File: src/logic/rmct_defs.vh
// Constants for the call, timer, standby and status-test execution block
`ifndef RMCT_DEFS_VH
`define RMCT_DEFS_VH
`define RMCT_OP_NONE     4'h0
`define RMCT_OP_CALL     4'h1
`define RMCT_OP_RET      4'h2
`define RMCT_OP_RD_THI   4'h3
`define RMCT_OP_RD_TLO   4'h4
`define RMCT_OP_WR_THI   4'h5
`define RMCT_OP_WR_TLO   4'h6
`define RMCT_OP_LD_TIMM  4'h7
`define RMCT_OP_LD_TROM  4'h8
`define RMCT_OP_STANDBY  4'h9
`define RMCT_OP_STATUS_TEST_OP_REG 4'hA
`define RMCT_OP_STATUS_TEST_OP_IMM 4'hB
`define RMCT_OP_CARRY_IF_ALL_ONES_OP     4'hC
`define RMCT_SP_RESET    1'h0
`define RMCT_PC_RESET    10'h000
`define RMCT_TIMER_RESET 10'h000
`define RMCT_CALL_CYCLES 2'h2
`define RMCT_PRESC_SLOW  8'h80
`define RMCT_PRESC_FAST  8'h40
`endif

File: src/logic/rmct_sync.v
// Three-stage input synchroniser with agreement filter
`timescale 1ns/10ps
`include "rmct_defs.vh"
module rmct_sync #(
	parameter W = 1
) (
	input  wire         core_clk,
	input  wire         rst,
	input  wire [W-1:0] async_in,
	output reg  [W-1:0] sync_out
);
	reg [W-1:0] stage1;
	reg [W-1:0] stage2;
	reg [W-1:0] stage3;
	always @(posedge core_clk) begin
		if (rst) begin
			stage1   <= {W{1'b0}};
			stage2   <= {W{1'b0}};
			stage3   <= {W{1'b0}};
			sync_out <= {W{1'b0}};
		end else begin
			stage1 <= async_in;
			stage2 <= stage1;
			stage3 <= stage2;
			// Change accepted only once second and third stages agree
			if (stage2 == stage3)
				sync_out <= stage3;
		end
	end
endmodule

File: src/logic/rmct_exec.v
// Execution unit for call, return, timer, standby, status test, carry ops
`timescale 1ns/10ps
`include "rmct_defs.vh"
module rmct_exec (
	input  wire        core_clk,
	input  wire        rst,
	input  wire        op_valid,
	input  wire [3:0]  op_code,
	input  wire [9:0]  op_operand,
	input  wire [3:0]  acc_in,
	input  wire [3:0]  low_bank_register,
	input  wire [1:0]  rom_page_control,
	input  wire [7:0]  reg_pair,
	input  wire [9:0]  rom_data,
	input  wire        timer_slow,
	input  wire        sense_input_a,
	input  wire        sense_input_b,
	input  wire [7:0]  key_io_inputs,
	input  wire [3:0]  key_inputs,
	output reg         op_busy,
	output reg         op_done,
	output reg  [9:0]  pc,
	output reg  [9:0]  return_address_reg,
	output reg         stack_pointer,
	output reg         internal_reset,
	output reg  [3:0]  acc_out,
	output reg         acc_we,
	output reg         carry_flag,
	output reg         carry_we,
	output reg         test_flag,
	output reg  [9:0]  timer_value,
	output reg         timer_expired,
	output reg  [9:0]  rom_addr,
	output reg         standby,
	output reg  [3:0]  release_cond
);
	localparam ST_IDLE  = 3'b001;
	localparam ST_CALL2 = 3'b010;
	localparam ST_SLEEP = 3'b100;

	reg  [2:0] state;
	reg  [9:0] call_target;
	reg  [9:0] tcount;
	reg  [7:0] presc;
	wire       s_a;
	wire       s_b;
	wire [7:0] s_kio;
	wire [3:0] s_k;

	rmct_sync #(.W(14)) u_sync (
		.core_clk (core_clk),
		.rst      (rst),
		.async_in ({sense_input_a, sense_input_b, key_io_inputs,
			key_inputs}),
		.sync_out ({s_a, s_b, s_kio, s_k})
	);

	// Status vector: bit3 sense, bit2 key io, bit1 keys, bit0 timer
	wire [3:0] status_now = {s_a | s_b, |s_kio, |s_k, timer_expired};

	function [3:0] keep_low_ones;
		input [3:0] a;
		begin
			if (!a[0])
				keep_low_ones = 4'h0;
			else if (!a[1])
				keep_low_ones = 4'h1;
			else if (!a[2])
				keep_low_ones = 4'h3;
			else if (!a[3])
				keep_low_ones = 4'h7;
			else
				keep_low_ones = 4'hF;
		end
	endfunction

	wire [7:0] presc_top = timer_slow ? `RMCT_PRESC_SLOW : `RMCT_PRESC_FAST;
	wire       go = op_valid && (state == ST_IDLE);

	// Timer up-counter, also cleared to zero on each timer write or load
	always @(posedge core_clk) begin
		if (rst) begin
			tcount        <= `RMCT_TIMER_RESET;
			presc         <= 8'h00;
			timer_expired <= 1'b0;
		end else if (go && (op_code == `RMCT_OP_WR_THI ||
				op_code == `RMCT_OP_WR_TLO ||
				op_code == `RMCT_OP_LD_TIMM ||
				op_code == `RMCT_OP_LD_TROM)) begin
			tcount        <= 10'h000;
			presc         <= 8'h00;
			timer_expired <= 1'b0;
		end else if (presc == presc_top - 8'h01) begin
			presc <= 8'h00;
			if (tcount == timer_value) begin
				tcount        <= 10'h000;
				timer_expired <= 1'b1;
			end else begin
				tcount <= tcount + 10'h001;
			end
		end else begin
			presc <= presc + 8'h01;
		end
	end

	always @(posedge core_clk) begin
		if (rst) begin
			state              <= ST_IDLE;
			op_busy            <= 1'b0;
			op_done            <= 1'b0;
			pc                 <= `RMCT_PC_RESET;
			return_address_reg <= `RMCT_PC_RESET;
			stack_pointer      <= `RMCT_SP_RESET;
			internal_reset     <= 1'b0;
			acc_out            <= 4'h0;
			acc_we             <= 1'b0;
			carry_flag         <= 1'b0;
			carry_we           <= 1'b0;
			test_flag          <= 1'b0;
			timer_value        <= `RMCT_TIMER_RESET;
			rom_addr           <= 10'h000;
			standby            <= 1'b0;
			release_cond       <= 4'h0;
			call_target        <= 10'h000;
		end else begin
			op_done        <= 1'b0;
			acc_we         <= 1'b0;
			carry_we       <= 1'b0;
			internal_reset <= 1'b0;
			// Indirect address tracks page and pair for the ROM lookup
			rom_addr <= {rom_page_control, reg_pair};
			case (state)
			ST_IDLE: begin
				if (op_valid) begin
					case (op_code)
					`RMCT_OP_CALL: begin
						if (stack_pointer) begin
							internal_reset <= 1'b1;
							stack_pointer  <= `RMCT_SP_RESET;
							pc             <= `RMCT_PC_RESET;
							op_done        <= 1'b1;
						end else begin
							stack_pointer      <= 1'b1;
							return_address_reg <= pc;
							call_target        <= op_operand;
							op_busy            <= 1'b1;
							state              <= ST_CALL2;
						end
					end
					`RMCT_OP_RET: begin
						op_done <= 1'b1;
						if (!stack_pointer) begin
							internal_reset <= 1'b1;
							pc             <= `RMCT_PC_RESET;
						end else begin
							pc            <= return_address_reg;
							stack_pointer <= 1'b0;
						end
					end
					`RMCT_OP_RD_THI: begin
						acc_out <= timer_value[9:6];
						acc_we  <= 1'b1;
						op_done <= 1'b1;
					end
					`RMCT_OP_RD_TLO: begin
						acc_out <= timer_value[5:2];
						acc_we  <= 1'b1;
						op_done <= 1'b1;
					end
					`RMCT_OP_WR_THI: begin
						timer_value[9:6] <= acc_in;
						timer_value[1]   <= 1'b0;
						op_done          <= 1'b1;
					end
					`RMCT_OP_WR_TLO: begin
						timer_value[5:2] <= acc_in;
						timer_value[0]   <= 1'b0;
						op_done          <= 1'b1;
					end
					`RMCT_OP_LD_TIMM: begin
						// Operand order t1 t9 t8 t7 t6 t0 t5 t4 t3 t2
						timer_value <= {op_operand[8:5], op_operand[3:0],
							op_operand[9], op_operand[4]};
						op_done <= 1'b1;
					end
					`RMCT_OP_LD_TROM: begin
						timer_value <= rom_data;
						op_done     <= 1'b1;
					end
					`RMCT_OP_STANDBY: begin
						release_cond <= op_operand[3:0];
						standby      <= 1'b1;
						op_busy      <= 1'b1;
						state        <= ST_SLEEP;
					end
					`RMCT_OP_STATUS_TEST_OP_REG: begin
						test_flag <= |(status_now & low_bank_register);
						op_done   <= 1'b1;
					end
					`RMCT_OP_STATUS_TEST_OP_IMM: begin
						test_flag <= |(status_now & op_operand[3:0]);
						op_done   <= 1'b1;
					end
					`RMCT_OP_CARRY_IF_ALL_ONES_OP: begin
						carry_flag <= (acc_in == 4'hF);
						carry_we   <= 1'b1;
						acc_out    <= keep_low_ones(acc_in);
						acc_we     <= 1'b1;
						op_done    <= 1'b1;
					end
					default: begin
						op_done <= 1'b1;
					end
					endcase
				end
			end
			ST_CALL2: begin
				pc      <= call_target;
				op_busy <= 1'b0;
				op_done <= 1'b1;
				state   <= ST_IDLE;
			end
			ST_SLEEP: begin
				// Condition held steady until a selected status matches
				if (|(status_now & release_cond)) begin
					standby <= 1'b0;
					op_busy <= 1'b0;
					op_done <= 1'b1;
					state   <= ST_IDLE;
				end
			end
			default: begin
				state <= ST_IDLE;
			end
			endcase
		end
	end
endmodule

File: config.mk
export PLATFORM = sky130hd
export DESIGN_NAME = rmct_exec
export DESIGN_NICKNAME = d
export VERILOG_FILES = /design/src/logic/rmct_sync.v /design/src/logic/rmct_exec.v
export VERILOG_INCLUDE_DIRS = /design/src /design/src/logic
export SDC_FILE = /design/constraint.sdc
export NUM_CORES = 1
export LEC_CHECK = 0
export BUFFER_PORTS_ARGS = -buffer_cell sky130_fd_sc_hd__buf_2
export CORE_UTILIZATION = 54
export CTS_CLUSTER_SIZE = 12
export DETAILED_ROUTE_END_ITERATION = 12
export PLACE_DENSITY = 0.79
export SKIP_LAST_GASP = 1
export SLEW_MARGIN = 10
export SYNTH_ARGS = -nofsm -noshare
export SYNTH_HDL_FRONTEND = slang
export SYNTH_SLANG_ARGS = --single-unit
File: constraint.sdc
create_clock -name core_clk -period 2.7 [get_ports core_clk]
set_input_delay 0.135 -clock core_clk [delete_from_list [all_inputs] [get_ports core_clk]]
set_output_delay 0.135 -clock core_clk [all_outputs]
set_load 0.005 [all_outputs]
==> flow_summary.toml <==
[route]
initialDrtViolationCount = 315
dr.pass1.iters = 7
wl_per_cell_um = 16.0
wl_mm = 14.1
wl_met3_um = 819
antenna_left = 0
num_vias = 4867
dr.max_layer_used = "met4"
wl_met1_mm = 5.87
drc = 0
route.met2.wl_mm = 6.95
vias_per_cell = 5.53

[sta]
hold_slack_ns = 0.0255
fmax_mhz = 420
finalSetupViolations = 0
max_slew_margin_pct = 45.9
finalHoldViolCount = 0
fin_crit_sh_pct = 88.2
fin_skew_ns = 0.00884
drv_slew = 0
fin_crit_ns = 2.38
worst-slew-pin-transition_ns = 0.812
fin_setup_tns_ns = 0
rsz0062_at_grt = "false"

[cts]
cts-resized-gates = 0
cts_htree_levels = 4
cts.path.max_buffers = 2
cts.root.buffer_cell = "clkbuf_8"
path_clk_slew_ns = 0.06
clk_latency_ns = 0.52
cts_num_sinks = 145
cts_inserted_buffers = 17
cts_tree = "built"

[grt]
grt.overflow.total = 0
first_global_vias = 4688
grt_pass1_wl_mm = 22.6
grtUsageTotal_pct = 26.2
grt_max_degree = 81
antenna_found_initial = 0

[power_and_ir_drop]
switching_share_pct = 24.3
pwr_density_cell_mw_per_mm2 = 692
p_leak_nw = 3.46
internal_power_mw = 3.88
combPwrFrac_pct = 8.4
seq_power_share_pct = 44.1
power.share.clock_pct = 47.5
irDropWorstVdd_uv = 466
p_sw_mw = 1.25

[place]
place_hpwl_mm = 9.08
place_congestion = 0.848
portBuffers = 117

[synthesis]
netlist_area_mm2 = 0.00565
synth_common_cells = "dfxtp_1 (145), nor2_1 (80), nor2b_1 (53)"
synth_cell_types = 52
synth_flop_cell = "dfxtp_1"
syn_inst = 576
synth.net_count = 638
ys_ff_latch = 145
synth.avg_cell_area_um2 = 9.80
yosysWarnings = 0
synth_top_area_share_pct = 51.4
async_flop_share_pct = 0
synth-edff-count = 0
yosysTopAreaCell = "dfxtp_1"
yosysMostFrequentCell = "dfxtp_1"
yosysSeqAreaShare_pct = 51.4
synth.area.top_cells = "dfxtp_1 (51%), mux2i_1 (7.3%), nor2b_1 (5.9%), nor2_1 (5.3%), xor2_1 (4.3%)"

[critical_path]
cp_max_fo = 22
crit_required_ns = 3.16
path_cells = "ha_1, nand2_1, or4_4, or4b_1, a211oi_1, a311o_2"
rrSetupSlack_ns = 0.32
crit_buf_inv = 0
startpoint_type = "register"
critical_path.top_delay_family = "simple AND/OR/NAND/NOR gates"
cp_data_arrival_time_ns = 2.85
crit_end = "tcount[7]"
crit_type = "register to register"
cp-end-kind = "register"
critPathMaxStageDelay_ns = 0.65
startpoint = "presc[0]"
cp_num_cells = 6
reg2regPathDepth = 6
regToRegEndpoint = "tcount[7]"
worst_path_max_delay_cell = "or4_4"
r2r_start = "presc[0]"

[job]
maxCapViolCount = 0

[die]
die_area_mm2 = 0.0109
row_count = 36
io_pins = 118
dieWidth_um = 104
start_util_pct = 56.7
chipHeight_um = 104
core_area_mm2 = 0.00995

[finish]
final_nets = 796
antennaDiodeCount = 0
areaGrowthSynthToFinish_pct = 31.2
drive_gt1_share_pct = 23.6

[status]
status = "completed"

[min_path]
hp-class = "input pin to register"
-- cells by family after synthesis --
family	count (synthesis)	synth area share, %
XOR/XNOR	31	4.81
buffers and inverters	34	2.37
multiplexers	41	7.27
AO/OA/AOI/OAI	88	12.1
flip-flops	145	51.4
AND/OR/NAND/NOR	235	21.6
adder cells (fa/ha/maj)	2	0.443
-- worst min path at each step --
stage / startpoint / to / slack, ns / cells after the start
2_1_floorplan: reg_pair[0] / rom_addr[0] / 0.26 / 1
3_3_place_gp: reg_pair[1] / rom_addr[1] / 0.34 / 2
3_5_place_dp: key_io_inputs[0] / u_sync.stage1[4] / 0.35 / 2
4_1_cts: rom_data[9] / timer_value[9] / 0.01 / 3
5_1_grt: rom_data[9] / timer_value[9] / 0.02 / 3
6_report: rom_data[1] / timer_value[1] / 0.03 / 3
-- what timing repair did --
action / CTS / global route
endpoints found under the hold margin: 51 / 0
hold buffers: 44 / 0
buffers inserted: 0 / 0
-- per-layer routing --
| layer | vias to the layer above | track usage, % |
|---|---|---|
| met5 | - | 0 |
| met4 | 0 | 14.4 |
| met3 | 38 | 5.51 |
| met2 | 203 | 44.4 |
| met1 | 2264 | 30.7 |
| li1 | 2362 | - |
-- power groups by stage --
stage	Sequential (mW)	Combinational, mW	Clock [mW]
global placement	2.30	0.356	0
global route	2.27	0.467	2.57
finish	2.26	0.431	2.43
CTS	2.26	0.425	2.46
floorplan	2.30	0.245	0
detailed placement	2.31	0.367	0
-- metrics by stage --
stage,cell area (µm²),power [mW],instances,setup slack [ns],utilization [%]
CTS,7410,5.14,880,0.327,74.4
global route,7410,5.30,880,0.213,74.4
finish,7410,5.13,880,0.319,74.4
detailed placement,6350,2.67,804,0.422,63.8
floorplan,5650,2.54,576,0.677,-
global placement,6350,2.66,804,0.501,63.8
-- cell usage in the layout (no fill, tap or decap), types with 4 or more instances in the layout --
master / synthesis / layout
dfxtp_1: 145 / 145
buf_2: 5 / 116
nor2_1: 80 / 80
nor2b_1: 53 / 53
dlygate4sd3_1: 0 / 44
mux2i_1: 41 / 41
nand2_1: 34 / 34
xor2_1: 28 / 28
nand3_1: 16 / 16
clkbuf_16: 0 / 16
a21oi_1: 14 / 14
a222oi_1: 11 / 11
a211oi_1: 9 / 9
a22oi_1: 9 / 9
buf_4: 0 / 9
nand2b_1: 8 / 8
a31o_2: 7 / 7
a22o_1: 7 / 7
or3_1: 5 / 5
nor4_1: 5 / 5
a311oi_1: 5 / 5
or4_1: 5 / 5
o21ai_0: 5 / 5
a221oi_1: 5 / 5
nand4_1: 4 / 4
inv_1: 4 / 4
clkinv_4: 0 / 4
inv_6: 0 / 4
-- cell type report --
| cell class | count | area (µm²) |
|---|---|---|
| clock buffer | 18 | 428 |
| clock inverter | 14 | 194 |
| tap | 133 | 166 |
| timing repair buffer | 169 | 1090 |
| sequential | 145 | 2900 |
| fill | 709 | 2540 |
| multi-input combinational | 397 | 2620 |
| inverter | 4 | 15.0 |
-- worst register-to-register path, cell delays in order (launching register included) --
cell	delay [ns]
dfxtp_1	0.35
ha_1	0.22
nand2_1	0.09
or4_4	0.65
or4b_1	0.54
a211oi_1	0.30
a311o_2	0.18
(Power assumes the default switching activity.)
